==> config.mk <==
export PLATFORM = sky130hd
export DESIGN_NAME = sctp_top
export DESIGN_NICKNAME = d
export VERILOG_FILES = /design/src/sctp_pkg.sv /design/src/sctp_sync.sv /design/src/sctp_nvm.sv /design/src/sctp_top.sv
export SDC_FILE = /design/constraint.sdc
export NUM_CORES = 2
export LEC_CHECK = 0
export ABC_AREA = 1
export BUFFER_PORTS_ARGS = -buffer_cell sky130_fd_sc_hd__buf_2
export CAP_MARGIN = 20
export CORE_ASPECT_RATIO = 1.5
export CORE_MARGIN = 2
export CORE_UTILIZATION = 50
export CTS_BUF_LIST = sky130_fd_sc_hd__clkbuf_4 sky130_fd_sc_hd__clkbuf_8
export DETAILED_ROUTE_END_ITERATION = 16
export PLACE_DENSITY = 0.67
export SETUP_SLACK_MARGIN = 0.3
export SLEW_MARGIN = 20
export SYNTH_ARGS = -nofsm -noshare
export SYNTH_HDL_FRONTEND = slang
export SYNTH_HIERARCHICAL = 1
export SYNTH_SLANG_ARGS = --single-unit
==> constraint.sdc <==
create_clock -name clk -period 98.5 [get_ports clk]
set_input_delay 9.85 -clock clk [delete_from_list [all_inputs] [get_ports clk]]
set_output_delay 9.85 -clock clk [all_outputs]
set_load 0.02 [all_outputs]
==> src/sctp_pkg.sv <==
/*
 * shared constants, types and helpers of the serial config test port:
 * instruction codes, data register widths, port states, pin carrier.
 * assumes nothing beyond a systemverilog-2012 compiler.
 */
package sctp_pkg;

    // instruction register and data register lengths
    localparam int IR_W = 6;
    localparam int ID_W = 32;
    localparam int PLD_ADDR_W = 75;
    localparam int PLD_DATA_W = 81;
    localparam int CFG_ADDR_W = 4;
    localparam int CFG_DATA_W = 41;
    localparam int STATUS_W = 12;
    localparam int UES_W = 16;

    // array depths of the stored cells
    localparam int PLD_DEPTH = 8;
    localparam int PLD_IDX_W = 3;
    localparam int CFG_DEPTH = 16;

    // helper saturation count for five tms-high edges
    localparam logic [2:0] TLR_ONES = 3'h5;

    typedef logic [IR_W-1:0] sctp_ir_t;

    // instruction codes
    localparam sctp_ir_t INS_EXTEST = 6'h00;
    localparam sctp_ir_t INS_ADDPLD = 6'h01;
    localparam sctp_ir_t INS_DATAPLD = 6'h02;
    localparam sctp_ir_t INS_ERASEAND = 6'h03;
    localparam sctp_ir_t INS_ERASEARCH = 6'h04;
    localparam sctp_ir_t INS_PROGPLD = 6'h05;
    localparam sctp_ir_t INS_PROGESF = 6'h06;
    localparam sctp_ir_t INS_BYPASS = 6'h07;
    localparam sctp_ir_t INS_READPLD = 6'h08;
    localparam sctp_ir_t INS_DISCHARGE = 6'h09;
    localparam sctp_ir_t INS_ADDCFG = 6'h0a;
    localparam sctp_ir_t INS_DATACFG = 6'h0b;
    localparam sctp_ir_t INS_ERASECFG = 6'h0c;
    localparam sctp_ir_t INS_PROGCFG = 6'h0d;
    localparam sctp_ir_t INS_READCFG = 6'h0e;
    localparam sctp_ir_t INS_CFGBE = 6'h16;
    localparam sctp_ir_t INS_SAFESTATE = 6'h17;
    localparam sctp_ir_t INS_PROGRAMEN = 6'h18;
    localparam sctp_ir_t INS_IDCODE = 6'h19;
    localparam sctp_ir_t INS_PROGRAMDIS = 6'h1a;
    localparam sctp_ir_t INS_ADDSTATUS = 6'h1b;
    localparam sctp_ir_t INS_SAMPLE = 6'h1c;
    localparam sctp_ir_t INS_ERASEUES = 6'h1d;
    localparam sctp_ir_t INS_SHIFTUES = 6'h1e;
    localparam sctp_ir_t INS_PROGUES = 6'h1f;

    // output reset values
    localparam logic TDO_RST = 1'b0;
    localparam logic TDO_OE_B_RST = 1'b1;

    // port states, gray coded along capture-shift-exit-pause-update
    typedef enum logic [3:0] {
        ST_TLR = 4'h0, ST_RTI = 4'h1, ST_SELDR = 4'h3, ST_CAPDR = 4'h2,
        ST_SHDR = 4'h6, ST_EX1DR = 4'h7, ST_PADR = 4'h5, ST_EX2DR = 4'h4,
        ST_UPDR = 4'hc, ST_SELIR = 4'hd, ST_CAPIR = 4'hf, ST_SHIR = 4'he,
        ST_EX1IR = 4'ha, ST_PAIR = 4'hb, ST_EX2IR = 4'h9, ST_UPIR = 4'h8
    } sctp_state_e;

    // data register selected by the held instruction
    typedef enum logic [2:0] {
        SEL_BYP, SEL_ID, SEL_PADDR, SEL_PDATA,
        SEL_CADDR, SEL_CDATA, SEL_STAT, SEL_UES
    } sctp_sel_e;

    // pins of the test port as they arrive
    typedef struct packed {
        logic tck;
        logic tms;
        logic tdi;
    } sctp_pins_s;

    // next port state from the tms level at a rising test clock
    function automatic sctp_state_e sctp_next(sctp_state_e s, logic tms);
        case (s)
            ST_TLR: sctp_next = tms ? ST_TLR : ST_RTI;
            ST_RTI: sctp_next = tms ? ST_SELDR : ST_RTI;
            ST_SELDR: sctp_next = tms ? ST_SELIR : ST_CAPDR;
            ST_CAPDR: sctp_next = tms ? ST_EX1DR : ST_SHDR;
            ST_SHDR: sctp_next = tms ? ST_EX1DR : ST_SHDR;
            ST_EX1DR: sctp_next = tms ? ST_UPDR : ST_PADR;
            ST_PADR: sctp_next = tms ? ST_EX2DR : ST_PADR;
            ST_EX2DR: sctp_next = tms ? ST_UPDR : ST_SHDR;
            ST_UPDR: sctp_next = tms ? ST_SELDR : ST_RTI;
            ST_SELIR: sctp_next = tms ? ST_TLR : ST_CAPIR;
            ST_CAPIR: sctp_next = tms ? ST_EX1IR : ST_SHIR;
            ST_SHIR: sctp_next = tms ? ST_EX1IR : ST_SHIR;
            ST_EX1IR: sctp_next = tms ? ST_UPIR : ST_PAIR;
            ST_PAIR: sctp_next = tms ? ST_EX2IR : ST_PAIR;
            ST_EX2IR: sctp_next = tms ? ST_UPIR : ST_SHIR;
            ST_UPIR: sctp_next = tms ? ST_SELDR : ST_RTI;
            default: sctp_next = ST_TLR;
        endcase
    endfunction

    // register path decode; every unlisted code lands on bypass
    function automatic sctp_sel_e sctp_select(sctp_ir_t ir);
        case (ir)
            INS_IDCODE: sctp_select = SEL_ID;
            INS_ADDPLD: sctp_select = SEL_PADDR;
            INS_DATAPLD, INS_READPLD, INS_PROGPLD: sctp_select = SEL_PDATA;
            INS_ADDCFG: sctp_select = SEL_CADDR;
            INS_DATACFG, INS_READCFG, INS_PROGCFG: sctp_select = SEL_CDATA;
            INS_ADDSTATUS: sctp_select = SEL_STAT;
            INS_SHIFTUES, INS_PROGUES: sctp_select = SEL_UES;
            default: sctp_select = SEL_BYP;
        endcase
    endfunction

endpackage

==> src/sctp_sync.sv <==
/*
 * two-stage synchroniser for a vector of levels.
 * assumes every bit is a level that holds for several clk periods.
 */
module sctp_sync #(
    parameter int W = 1
) (
    input wire logic clk,
    input wire logic rst_b,
    input wire logic [W-1:0] d,
    output logic [W-1:0] q
);
    logic [W-1:0] meta_r; // first stage, read only by q

    // metastability filter; nothing but q looks at meta_r
    always_ff @(posedge clk or negedge rst_b) begin
        if (!rst_b) begin
            meta_r <= '0;
            q <= '0;
        end else begin
            meta_r <= d;
            q <= meta_r;
        end
    end
endmodule

==> src/sctp_nvm.sv <==
/*
 * model of the stored configuration cells: one word write, bulk erase,
 * registered read of the addressed word.
 * assumes erase and write are one-cycle pulses that never coincide.
 */
module sctp_nvm #(
    parameter int W = 8,
    parameter int DEPTH = 8,
    parameter int AW = 3
) (
    input wire logic clk,
    input wire logic rst_b,
    input wire logic erase,
    input wire logic wr_en,
    input wire logic [AW-1:0] addr,
    input wire logic [W-1:0] wdata,
    output logic [W-1:0] rdata
);
    logic [W-1:0] mem_r [DEPTH]; // cell array, erased state is zero

    // cells; reset stands for an erased part in simulation
    always_ff @(posedge clk or negedge rst_b) begin
        if (!rst_b) begin
            for (int i = 0; i < DEPTH; i++) begin
                mem_r[i] <= '0;
            end
        end else if (erase) begin
            for (int i = 0; i < DEPTH; i++) begin
                mem_r[i] <= '0;
            end
        end else if (wr_en && (int'(addr) < DEPTH)) begin
            mem_r[addr] <= wdata;
        end
    end

    // read port, always tracking the address one cycle late
    always_ff @(posedge clk or negedge rst_b) begin
        if (!rst_b) begin
            rdata <= '0;
        end else if (int'(addr) < DEPTH) begin
            rdata <= mem_r[addr];
        end else begin
            rdata <= '0;
        end
    end
endmodule

==> src/sctp_top.sv <==
/*
 * serial config test port: port state machine, instruction register,
 * bypass, id, address, data, status and ues registers, program and
 * erase sequencing into the stored cells.
 * assumes clk runs at least four times faster than the test clock and
 * that the test pins and comparator levels are asynchronous to clk.
 */
// Notes on behaviour
// [RULE1] port serves programming only, no scan cells
// [RULE2] held instruction picks register and operation
// [RULE3] controller loads address, data, then program
// [RULE4] stored configuration shifts back out for verify
// [RULE5] bypass is one flip-flop, tdi to tdo
// [RULE6] scan-type instructions fall back to bypass
// [RULE7] identification register readable through the port
// [RULE8] six extra registers for cfg and logic
// [RULE9] status register shows twelve comparator outputs
// [RULE10] works as one member of chain
// [RULE11] system keeps this part on own chain
// [RULE12] instructions reach every register, erase, program
// [RULE13] instruction register is six bits wide
// [RULE14] sample on rising, drive tdo on falling
// [RULE15] instruction capture loads the id instruction
// [RULE16] comparator status register is twelve bits
// [RULE17] standard sixteen-state port sequence
module sctp_top
    import sctp_pkg::*;
#(
    parameter logic [sctp_pkg::ID_W-1:0] ID_VALUE = 32'h0a5a_5001 // arbitrary
) (
    input wire logic clk,
    input wire logic rst_b,
    input wire sctp_pkg::sctp_pins_s pins,
    input wire logic [sctp_pkg::STATUS_W-1:0] cmp_in,
    output logic tdo,
    output logic tdo_oe_b,
    output logic safe_state,
    output logic program_mode
);
    import sctp_pkg::*;

    logic rst_meta_r; // reset release, first stage
    logic rst_sync_b; // reset used by the design
    sctp_pins_s pins_s; // synchronised pins
    logic [STATUS_W-1:0] cmp_s; // synchronised comparator levels
    logic tck_d_r; // delayed test clock for edge finding
    logic [2:0] warm_r; // ones shift in as the synchroniser fills
    logic rise; // test clock rising edge seen
    logic fall; // test clock falling edge seen
    sctp_state_e state_r; // port state
    sctp_ir_t ir_sh_r; // instruction shift stage
    sctp_ir_t ir_r; // held instruction
    sctp_ir_t ir_eff; // instruction in force when leaving update
    sctp_sel_e sel; // selected data path
    logic byp_r; // bypass stage
    logic [ID_W-1:0] id_sh_r;
    logic [PLD_ADDR_W-1:0] paddr_sh_r;
    logic [PLD_DATA_W-1:0] pdata_sh_r;
    logic [CFG_ADDR_W-1:0] caddr_sh_r;
    logic [CFG_DATA_W-1:0] cdata_sh_r;
    logic [STATUS_W-1:0] stat_sh_r;
    logic [UES_W-1:0] ues_sh_r;
    logic [UES_W-1:0] ues_r; // stored user signature
    logic [PLD_DATA_W-1:0] pld_rd; // stored pld word
    logic [CFG_DATA_W-1:0] cfg_rd; // stored cfg word
    logic dr_bit; // lsb of the selected data path
    logic go; // leaving update for run-test/idle
    logic esf_r; // security fuse, hides readback
    logic prog_pld_p_r, prog_cfg_p_r, erase_pld_p_r, erase_cfg_p_r;
    logic prog_ues_p_r, erase_ues_p_r, prog_esf_p_r;
    logic [2:0] ones_cnt_r; // helper: tms-high rising edges in a row

    // reset release through two flops, assertion stays asynchronous
    always_ff @(posedge clk or negedge rst_b) begin
        if (!rst_b) begin
            rst_meta_r <= 1'b0;
            rst_sync_b <= 1'b0;
        end else begin
            rst_meta_r <= 1'b1;
            rst_sync_b <= rst_meta_r;
        end
    end

    sctp_sync #(.W(3)) u_pin_sync (
        .clk(clk),
        .rst_b(rst_sync_b),
        .d(pins),
        .q(pins_s)
    );

    sctp_sync #(.W(STATUS_W)) u_cmp_sync (
        .clk(clk),
        .rst_b(rst_sync_b),
        .d(cmp_in),
        .q(cmp_s)
    );

    // test clock edges, found on the synchronised copy only; ignored
    // until real pin levels arrive, else a parked-high tck fakes a rise
    always_ff @(posedge clk or negedge rst_sync_b) begin
        if (!rst_sync_b) begin
            tck_d_r <= 1'b0;
            warm_r <= '0;
        end else begin
            tck_d_r <= pins_s.tck;
            warm_r <= {warm_r[1:0], 1'b1};
        end
    end
    assign rise = warm_r[2] & pins_s.tck & ~tck_d_r;
    assign fall = warm_r[2] & ~pins_s.tck & tck_d_r;

    // port state machine, tms sampled at rising test clock
    always_ff @(posedge clk or negedge rst_sync_b) begin
        if (!rst_sync_b) begin
            state_r <= ST_TLR;
        end else if (rise) begin
            state_r <= sctp_next(state_r, pins_s.tms); // [RULE17] [RULE14]
        end
    end

    // instruction shift stage: capture id code, shift lsb first
    always_ff @(posedge clk or negedge rst_sync_b) begin
        if (!rst_sync_b) begin
            ir_sh_r <= INS_IDCODE;
        end else if (rise && state_r == ST_CAPIR) begin
            ir_sh_r <= INS_IDCODE; // [RULE15]
        end else if (rise && state_r == ST_SHIR) begin
            ir_sh_r <= {pins_s.tdi, ir_sh_r[IR_W-1:1]}; // [RULE13]
        end
    end

    // held instruction; test-logic-reset falls back to id code
    always_ff @(posedge clk or negedge rst_sync_b) begin
        if (!rst_sync_b) begin
            ir_r <= INS_IDCODE;
        end else if (state_r == ST_TLR) begin
            ir_r <= INS_IDCODE;
        end else if (rise && state_r == ST_UPIR) begin
            ir_r <= ir_sh_r; // [RULE2]
        end
    end

    // no scan cells exist: scan codes and 1xxxxx decode to bypass
    assign sel = sctp_select(ir_r); // [RULE1] [RULE6] [RULE12]

    // bypass: single stage, zero on capture
    always_ff @(posedge clk or negedge rst_sync_b) begin
        if (!rst_sync_b) begin
            byp_r <= 1'b0;
        end else if (rise && sel == SEL_BYP) begin
            if (state_r == ST_CAPDR) begin
                byp_r <= 1'b0;
            end else if (state_r == ST_SHDR) begin
                byp_r <= pins_s.tdi; // [RULE5]
            end
        end
    end

    // identification and status paths: capture then shift
    always_ff @(posedge clk or negedge rst_sync_b) begin
        if (!rst_sync_b) begin
            id_sh_r <= '0;
            stat_sh_r <= '0;
        end else if (rise && state_r == ST_CAPDR) begin
            if (sel == SEL_ID) begin
                id_sh_r <= ID_VALUE; // [RULE7]
            end
            if (sel == SEL_STAT) begin
                stat_sh_r <= cmp_s; // [RULE9] [RULE16]
            end
        end else if (rise && state_r == ST_SHDR) begin
            if (sel == SEL_ID) begin
                id_sh_r <= {pins_s.tdi, id_sh_r[ID_W-1:1]};
            end
            if (sel == SEL_STAT) begin
                stat_sh_r <= {pins_s.tdi, stat_sh_r[STATUS_W-1:1]};
            end
        end
    end

    // address registers keep their contents through capture
    always_ff @(posedge clk or negedge rst_sync_b) begin
        if (!rst_sync_b) begin
            paddr_sh_r <= '0;
            caddr_sh_r <= '0;
        end else if (rise && state_r == ST_SHDR) begin
            if (sel == SEL_PADDR) begin
                paddr_sh_r <= {pins_s.tdi, paddr_sh_r[PLD_ADDR_W-1:1]}; // [RULE8]
            end
            if (sel == SEL_CADDR) begin
                caddr_sh_r <= {pins_s.tdi, caddr_sh_r[CFG_ADDR_W-1:1]}; // [RULE8]
            end
        end
    end

    // data registers; read instructions capture stored cells
    always_ff @(posedge clk or negedge rst_sync_b) begin
        if (!rst_sync_b) begin
            pdata_sh_r <= '0;
            cdata_sh_r <= '0;
            ues_sh_r <= '0;
        end else if (rise && state_r == ST_CAPDR) begin
            if (ir_r == INS_READPLD) begin
                pdata_sh_r <= esf_r ? '0 : pld_rd; // [RULE4]
            end
            if (ir_r == INS_READCFG) begin
                cdata_sh_r <= esf_r ? '0 : cfg_rd; // [RULE4]
            end
            if (ir_r == INS_SHIFTUES) begin
                ues_sh_r <= ues_r;
            end
        end else if (rise && state_r == ST_SHDR) begin
            if (sel == SEL_PDATA) begin
                pdata_sh_r <= {pins_s.tdi, pdata_sh_r[PLD_DATA_W-1:1]};
            end
            if (sel == SEL_CDATA) begin
                cdata_sh_r <= {pins_s.tdi, cdata_sh_r[CFG_DATA_W-1:1]};
            end
            if (sel == SEL_UES) begin
                ues_sh_r <= {pins_s.tdi, ues_sh_r[UES_W-1:1]};
            end
        end
    end

    // lsb of the path that is being shifted
    always_comb begin
        case (sel)
            SEL_ID: dr_bit = id_sh_r[0];
            SEL_PADDR: dr_bit = paddr_sh_r[0];
            SEL_PDATA: dr_bit = pdata_sh_r[0];
            SEL_CADDR: dr_bit = caddr_sh_r[0];
            SEL_CDATA: dr_bit = cdata_sh_r[0];
            SEL_STAT: dr_bit = stat_sh_r[0];
            SEL_UES: dr_bit = ues_sh_r[0];
            default: dr_bit = byp_r;
        endcase
    end

    // tdo changes on falling edges only, released outside shifts
    always_ff @(posedge clk or negedge rst_sync_b) begin
        if (!rst_sync_b) begin
            tdo <= TDO_RST;
            tdo_oe_b <= TDO_OE_B_RST;
        end else if (fall) begin
            if (state_r == ST_SHDR) begin
                tdo <= dr_bit; // [RULE14]
                tdo_oe_b <= 1'b0;
            end else if (state_r == ST_SHIR) begin
                tdo <= ir_sh_r[0];
                tdo_oe_b <= 1'b0;
            end else begin
                tdo_oe_b <= 1'b1; // [RULE10] chain neighbours may drive
            end
        end
    end

    // program and erase run on entry to run-test/idle
    assign go = rise && !pins_s.tms &&
                (state_r == ST_UPDR || state_r == ST_UPIR);
    assign ir_eff = (state_r == ST_UPIR) ? ir_sh_r : ir_r;

    // one-cycle operation pulses; only while program mode is on
    always_ff @(posedge clk or negedge rst_sync_b) begin
        if (!rst_sync_b) begin
            prog_pld_p_r <= 1'b0;
            prog_cfg_p_r <= 1'b0;
            erase_pld_p_r <= 1'b0;
            erase_cfg_p_r <= 1'b0;
            prog_ues_p_r <= 1'b0;
            erase_ues_p_r <= 1'b0;
            prog_esf_p_r <= 1'b0;
        end else begin
            prog_pld_p_r <= go && program_mode && ir_eff == INS_PROGPLD; // [RULE12]
            prog_cfg_p_r <= go && program_mode && ir_eff == INS_PROGCFG;
            erase_pld_p_r <= go && program_mode &&
                (ir_eff == INS_ERASEAND || ir_eff == INS_ERASEARCH ||
                 ir_eff == INS_CFGBE);
            erase_cfg_p_r <= go && program_mode &&
                (ir_eff == INS_ERASECFG || ir_eff == INS_CFGBE);
            prog_ues_p_r <= go && program_mode && ir_eff == INS_PROGUES;
            erase_ues_p_r <= go && program_mode &&
                (ir_eff == INS_ERASEUES || ir_eff == INS_CFGBE);
            prog_esf_p_r <= go && program_mode && ir_eff == INS_PROGESF;
        end
    end

    // program mode and safe outputs act at update of the instruction
    always_ff @(posedge clk or negedge rst_sync_b) begin
        if (!rst_sync_b) begin
            program_mode <= 1'b0;
            safe_state <= 1'b0;
        end else if (rise && state_r == ST_UPIR) begin
            if (ir_sh_r == INS_PROGRAMEN) begin
                program_mode <= 1'b1;
                safe_state <= 1'b1;
            end else if (ir_sh_r == INS_SAFESTATE) begin
                safe_state <= 1'b1;
            end else if (ir_sh_r == INS_PROGRAMDIS) begin
                program_mode <= 1'b0;
                safe_state <= 1'b0;
            end
        end
    end

    // user signature and security fuse; full erase clears both
    always_ff @(posedge clk or negedge rst_sync_b) begin
        if (!rst_sync_b) begin
            ues_r <= '0;
            esf_r <= 1'b0;
        end else begin
            if (erase_ues_p_r) begin
                ues_r <= '0;
            end else if (prog_ues_p_r) begin
                ues_r <= ues_sh_r;
            end
            if (erase_cfg_p_r && erase_pld_p_r) begin
                esf_r <= 1'b0;
            end else if (prog_esf_p_r) begin
                esf_r <= 1'b1;
            end
        end
    end

    // stored cells: address register picks the word, data commits
    sctp_nvm #(.W(PLD_DATA_W), .DEPTH(PLD_DEPTH), .AW(PLD_IDX_W)) u_pld (
        .clk(clk),
        .rst_b(rst_sync_b),
        .erase(erase_pld_p_r),
        .wr_en(prog_pld_p_r), // [RULE3]
        .addr(paddr_sh_r[PLD_IDX_W-1:0]),
        .wdata(pdata_sh_r),
        .rdata(pld_rd)
    );

    sctp_nvm #(.W(CFG_DATA_W), .DEPTH(CFG_DEPTH), .AW(CFG_ADDR_W)) u_cfg (
        .clk(clk),
        .rst_b(rst_sync_b),
        .erase(erase_cfg_p_r),
        .wr_en(prog_cfg_p_r), // [RULE3]
        .addr(caddr_sh_r),
        .wdata(cdata_sh_r),
        .rdata(cfg_rd)
    );

    // helper for the five-edge reset check
    always_ff @(posedge clk or negedge rst_sync_b) begin
        if (!rst_sync_b) begin
            ones_cnt_r <= '0;
        end else if (rise) begin
            if (!pins_s.tms) begin
                ones_cnt_r <= '0;
            end else if (ones_cnt_r != TLR_ONES) begin
                ones_cnt_r <= ones_cnt_r + 3'h1;
            end
        end
    end
endmodule

# ---- After elaboration in Yosys (flattened, before gate mapping)
# Memory sizes are Yosys's and may differ from the RTL's.
# Index checks and enable logic that the tools add are counted.
dict set report word_totals {
  regBits 1768
  romBits 96
  output_inout_bits 4
  elab_cells 240
  memories 1
}
dict set report op_classes {
  reduce_logical 55
  n_lt_le_gt_ge 4
  eq_ne 41
  muxes 73
  bitwise 8
}
# name words width rd rd_ports_with_merged_regs wr line_no
set mem_list {}
lappend mem_list {{(no name shown)} 32 3 1 0 0 sctp_pkg.sv:105} ;# case (ir)
# cell n
set op_table {}
lappend op_table {{2-to-1 mux 656 bit} 2}
lappend op_table {{2-to-1 mux 648 bit} 2}
lappend op_table {{bitwise mux 656 bit} 1}
lappend op_table {{bitwise mux 648 bit} 1}
lappend op_table {{2-to-1 mux 81 bit} 8}
lappend op_table {{2-to-1 mux 41 bit} 8}
lappend op_table {{binary-select mux 81 bit (select 3 bit)} 1}
lappend op_table {{demux 81 bit (select 3 bit)} 1}
lappend op_table {{binary-select mux 41 bit (select 4 bit)} 1}
lappend op_table {{demux 41 bit (select 4 bit)} 1}
lappend op_table {{2-to-1 mux 32 bit} 4}
lappend op_table {{2-to-1 mux 16 bit} 6}
lappend op_table {{2-to-1 mux 12 bit} 4}
lappend op_table {{one-hot mux 4 bit (12 select lines)} 1}
lappend op_table {{== test 6 x 5 -> 1 bit (second input constant)} 7}
lappend op_table {{== test 4 bit (second input constant)} 8}
lappend op_table {{2-to-1 mux 6 bit} 5}
lappend op_table {{nonzero test 2 bit} 13}
lappend op_table {{== test 6 x 4 -> 1 bit (second input constant)} 4}
lappend op_table {{logical AND 1 bit} 19}
lappend op_table {{== test 6 x 3 -> 1 bit (second input constant)} 3}
lappend op_table {{== test 4 x 3 -> 1 bit (second input constant)} 4}
lappend op_table {{2-to-1 mux 1 bit} 16}
lappend op_table {{2-to-1 mux 4 bit} 4}
lappend op_table {{other kinds (28)} 57}

# ---- Logic depth before layout (Yosys ltp)
dict set report depth {
  ltp_word 8
  ltp_mapped 16
}

# ---- By module
# The synthesis kept the hierarchy.
# mod instances area_each_um2 cells_each
set by_module_without_submodules {}
lappend by_module_without_submodules {{sctp_nvm at u_pld} 1 34783.4 4886}
lappend by_module_without_submodules {{sctp_nvm at u_cfg} 1 33044.2 4322}
lappend by_module_without_submodules {sctp_top 1 14024.7 1662}
lappend by_module_without_submodules {{sctp_sync at u_cmp_sync} 1 600.6 24}
lappend by_module_without_submodules {{sctp_sync at u_pin_sync} 1 150.1 6}

# ---- Least setup slack after synthesis
# No wires, ideal clock.
dict set report synth_timing {
  path_type {reg-to-output}
  startpoint {register tdo_oe_b}
  endpoint {output tdo_oe_b}
  path_stages_with_launch 1
  arrival_ps 563
  t_required_ps 88650
  slack_ps 88087
  n_path_buf 0
  path_cell_list {dfstp_2}
}
# item line_no
set synth_lines {}
lappend synth_lines {{start, declared} sctp_top.sv:36} ;# output logic tdo_oe_b,
lappend synth_lines {{start signal, assigned} sctp_top.sv:243} ;# tdo_oe_b <= TDO_OE_B_RST;
lappend synth_lines {{start signal, assigned} sctp_top.sv:247} ;# tdo_oe_b <= 1'b0;
lappend synth_lines {{start signal, assigned} sctp_top.sv:250} ;# tdo_oe_b <= 1'b0;
# No word-level cell between the ends.

# ---- Worst setup path in the final report
dict set report layout_timing {
  startpoint {register tdo_oe_b}
  endpoint {output tdo_oe_b}
}
# No word-level cell between the ends.

==> run_results.csv <==
group,metric,value,unit
critical_path,cp-start-kind,"register",
power_and_ir_drop,seqPwrFrac,50.7,%
finish,regArea,44280,um2
yosys,ys_top_cells_by_count,"5127 x nand2_1, 1761 x dfrtp_1, 1261 x nand3_1, 817 x o21ai_0, 507 x clkbuf_1",
clocking,cts.clk_slew.worst_paths,60,ps
clocking,cts_tree,"built",
critical_path,r2r-end,"u_cfg/mem_r[436]",
job,drv_cap,0,
critical_path,path_class,"register to output pin",
floorplan,fp.dieH,501.8,um
finish,syn2layout_area_growth,7.992,%
power_and_ir_drop,clockPowerShare,45.4,%
yosys,ys_seq_elements,1768,
status,status,"finished, final reports clean",
power_and_ir_drop,share_comb_of_total_power,3.9,%
yosys,yosysUniqueCellTypes,42,
clocking,cts_resized,0,
placed_design,dp.cells,12358,
yosys,synth_top_family_by_area,"simple AND/OR/NAND/NOR gates",
global_route,antenna_found_initial,1,
finish,utilization,54.41,%
route,antenna_left,0,
route,drc,0,
floorplan,fp-row-count,182,
route,drt-total-wl,255600,um
clocking,cts_hold_buf,0,
clocking,cts-buffers-inserted,295,
finish,multi_input_area,33510,um2
timing,slew-limit-headroom,20.83,%
floorplan,start_util,50.38,%
floorplan,chipWidth,335.9,um
yosys,synth_top_flop_cell,"dfrtp_1",
critical_path,r2r-start,"rst_sync_b",
critical_path,slowest_delay,520,ps
timing,hold_viol_final,0,
yosys,synth_simple_gate_area_share,32.72,%
timing,finalClockSkew,45.48,ps
timing,drv_slew,0,
timing,fmax,86.43,MHz
floorplan,coreArea,164000,um2
yosys,async_flop_share,100.0,%
global_route,groute.usage.overall,30.38,%
route,num_vias,72986,
critical_path,cp_slowest_cell,"dfstp_2",
yosys,yosys.area.top_type,"dfrtp_1",
timing,period_needed,11570,ps
critical_path,path_depth,1,
placed_design,dp_hpwl,127300,um
critical_path,crit_end,"tdo_oe_b",
global_route,grt_pass1_vias,71164,
critical_path,cp-startpoint,"tdo_oe_b",
clocking,clock_latency,1050,ps
timing,layout_setup_ws,86930,ps
floorplan,io_pins,21,
yosys,synth_most_common_cell,"nand2_1",
timing,fin_tns_setup,0,ps
yosys,synth-adder-area-share,0.06059,%
clocking,clk_path_buf_depth,4,
yosys,synth_top_area_share,53.35,%
timing,fin_crit_sh,11.75,%
timing,setup_viol_count_final,0,
placed_design,post-place-ws,87990,ps
power_and_ir_drop,switchingPower,0.3401,mW
placed_design,placed_cell_area,83230,um2
placed_design,io_buffers,20,
power_and_ir_drop,intPower,1.114,mW
yosys,ys_warn_count,6,
finish,fillers,15660,
yosys,synth_edf_count,0,
yosys,synth_xor_area_share,0,%
critical_path,path_cells,"buf_2",
route,vias_per_cell,5.683,
power_and_ir_drop,ir_drop,0.009873,mV
finish,nNetsFinal,10562,
route,drt_iter0_markers,7345,
clocking,htreeDepth,5,
yosys,synth_mux_area_share,0.01363,%
finish,final_area,89200,um2
route,dr.pass1.iters,6,
yosys,syn_area,82600,um2
critical_path,cp-end-kind,"output pin",
power_and_ir_drop,p_leak,46.69,nW
critical_path,ff2ff_path_depth,5,
yosys,postSynthAreaPerCell,7.578,um2
worst_hold_path,hold_path_class,"register to register",
timing,rsz0062_at_grt,"no",
finish,drive_above_1_share,7.132,%
power_and_ir_drop,swShare,23.39,%
route,avgRoutedWirePerCell,19.90,um
clocking,cts_setup_buffers,0,
critical_path,required,88650,ps
critical_path,worstPathArrival,1720,ps
global_route,grt_start_max_net_pins,218,
placed_design,place_congestion,0.8613,
yosys,yosys-top-cells-area,"dfrtp_1 53%, nand2_1 23%, nand3_1 7.6%",
global_route,grt_pass1_wl,402200,um
clocking,cts_sinks,1768,
yosys,synthCells,10900,
critical_path,path_buf_inv,1,
power_and_ir_drop,powerDensity,16.30,nW/um2
clocking,cts_root_buffer,"clkbuf_8",
critical_path,r2r_slack,93600,ps
global_route,grt_overflow,0,
yosys,synth-compound-area-share,7.578,%
critical_path,critical-path-top-delay-family,"flip-flops",
floorplan,die-area,168500,um2
critical_path,crit_fanout,2,
finish,final_cells,12843,
timing,worst_slew_pin_slew,1188,ps
yosys,ys_seq_area_share,53.57,%
-- cell usage in the layout, fill, tap and decap left out, types with 10 or more instances in the layout --
| cell type | n |
|---|---|
| nor2_1 | 225 |
| nand4_1 | 15 |
| o21ai_2 | 10 |
| clkbuf_4 | 98 |
| buf_2 | 20 |
| a21oi_1 | 88 |
| o21ai_1 | 173 |
| clkbuf_8 | 368 |
| nand3_1 | 1257 |
| o31ai_1 | 51 |
| nand2_2 | 40 |
| nand3_2 | 17 |
| clkinv_2 | 12 |
| dfrtp_1 | 1754 |
| nand2_1 | 5111 |
| buf_4 | 117 |
| inv_1 | 397 |
| o21ai_0 | 817 |
| o22ai_1 | 40 |
-- area by class of cell --
cell class / count / share of cell area (%)
clock inverters: 16 / 0.1024
inverters: 424 / 1.865
well taps: 2116 / 2.968
multi-input cells: 7902 / 37.57
clock buffers: 466 / 6.503
diodes: 1 / 0.002805
flip-flops and latches: 1768 / 49.64
repair buffers: 150 / 1.356
-- power groups by stage --
stage          clock [mW]  combinational (mW)  sequential (mW)
2_1_floorplan           0              0.0293            0.762
3_3_place_gp            0              0.0551            0.750
3_5_place_dp            0              0.0562            0.751
4_1_cts             0.673              0.0566            0.738
5_1_grt             0.705              0.0632            0.738
6_report            0.660              0.0562            0.737
-- how the worst min path moves through the flow --
stage          slack (ps)                  from               to  depth (start not counted)
2_1_floorplan         330            rst_meta_r       rst_sync_b                          0
3_3_place_gp          330             warm_r[0]        warm_r[1]                          0
3_5_place_dp          330  u_pin_sync/meta_r[0]  u_pin_sync/q[0]                          0
4_1_cts               350  u_pin_sync/meta_r[2]  u_pin_sync/q[2]                          0
5_1_grt               350             warm_r[1]        warm_r[2]                          0
6_report              340  u_cmp_sync/meta_r[7]  u_cmp_sync/q[7]                          0
-- through the flow --
step	power (mW)	hold WS (ps)
after floorplan	0.7911	331.2
after global placement	0.8055	333.4
after detailed placement	0.8069	334.7
after CTS	1.467	346.4
after global routing	1.506	348.4
final	1.454	344.6
-- registers in the layout, indices dropped and copies added (netlist names), 3 cells and up --
signal	flops
pdata_sh_r	81
u_cfg/rdata	41
u_cmp_sync/q	12
u_pld/rdata	81
caddr_sh_r	4
warm_r	3
ir_r	6
state_r	4
cdata_sh_r	41
u_pin_sync/meta_r	3
paddr_sh_r	75
u_cmp_sync/meta_r	12
ues_sh_r	16
id_sh_r	32
stat_sh_r	12
u_pin_sync/q	3
u_cfg/mem_r	656
ir_sh_r	6
u_pld/mem_r	648
ues_r	16
-- cell families (layout without fill, tap and decap cells) --
group	after synthesis	count (layout)
and+or+nand+nor	6698	6698
DFF	1768	1768
buffers and inverters	1231	1056
AOI/OAI and AO/OA	1197	1197
adders and majority gates	4	4
other	1	3
muxes	1	1
-- layer usage --
| layer | vias up | track usage (%) | wire, um |
|---|---|---|---|
| met5 | - | 0 | 0 |
| met4 | 0 | 15.87 | 14040 |
| met3 | 879 | 4.617 | 20340 |
| met2 | 3392 | 52.54 | 123900 |
| met1 | 34979 | 36.57 | 97260 |
| li1 | 33736 | - | - |
Power figures use the tool's default switching activity.
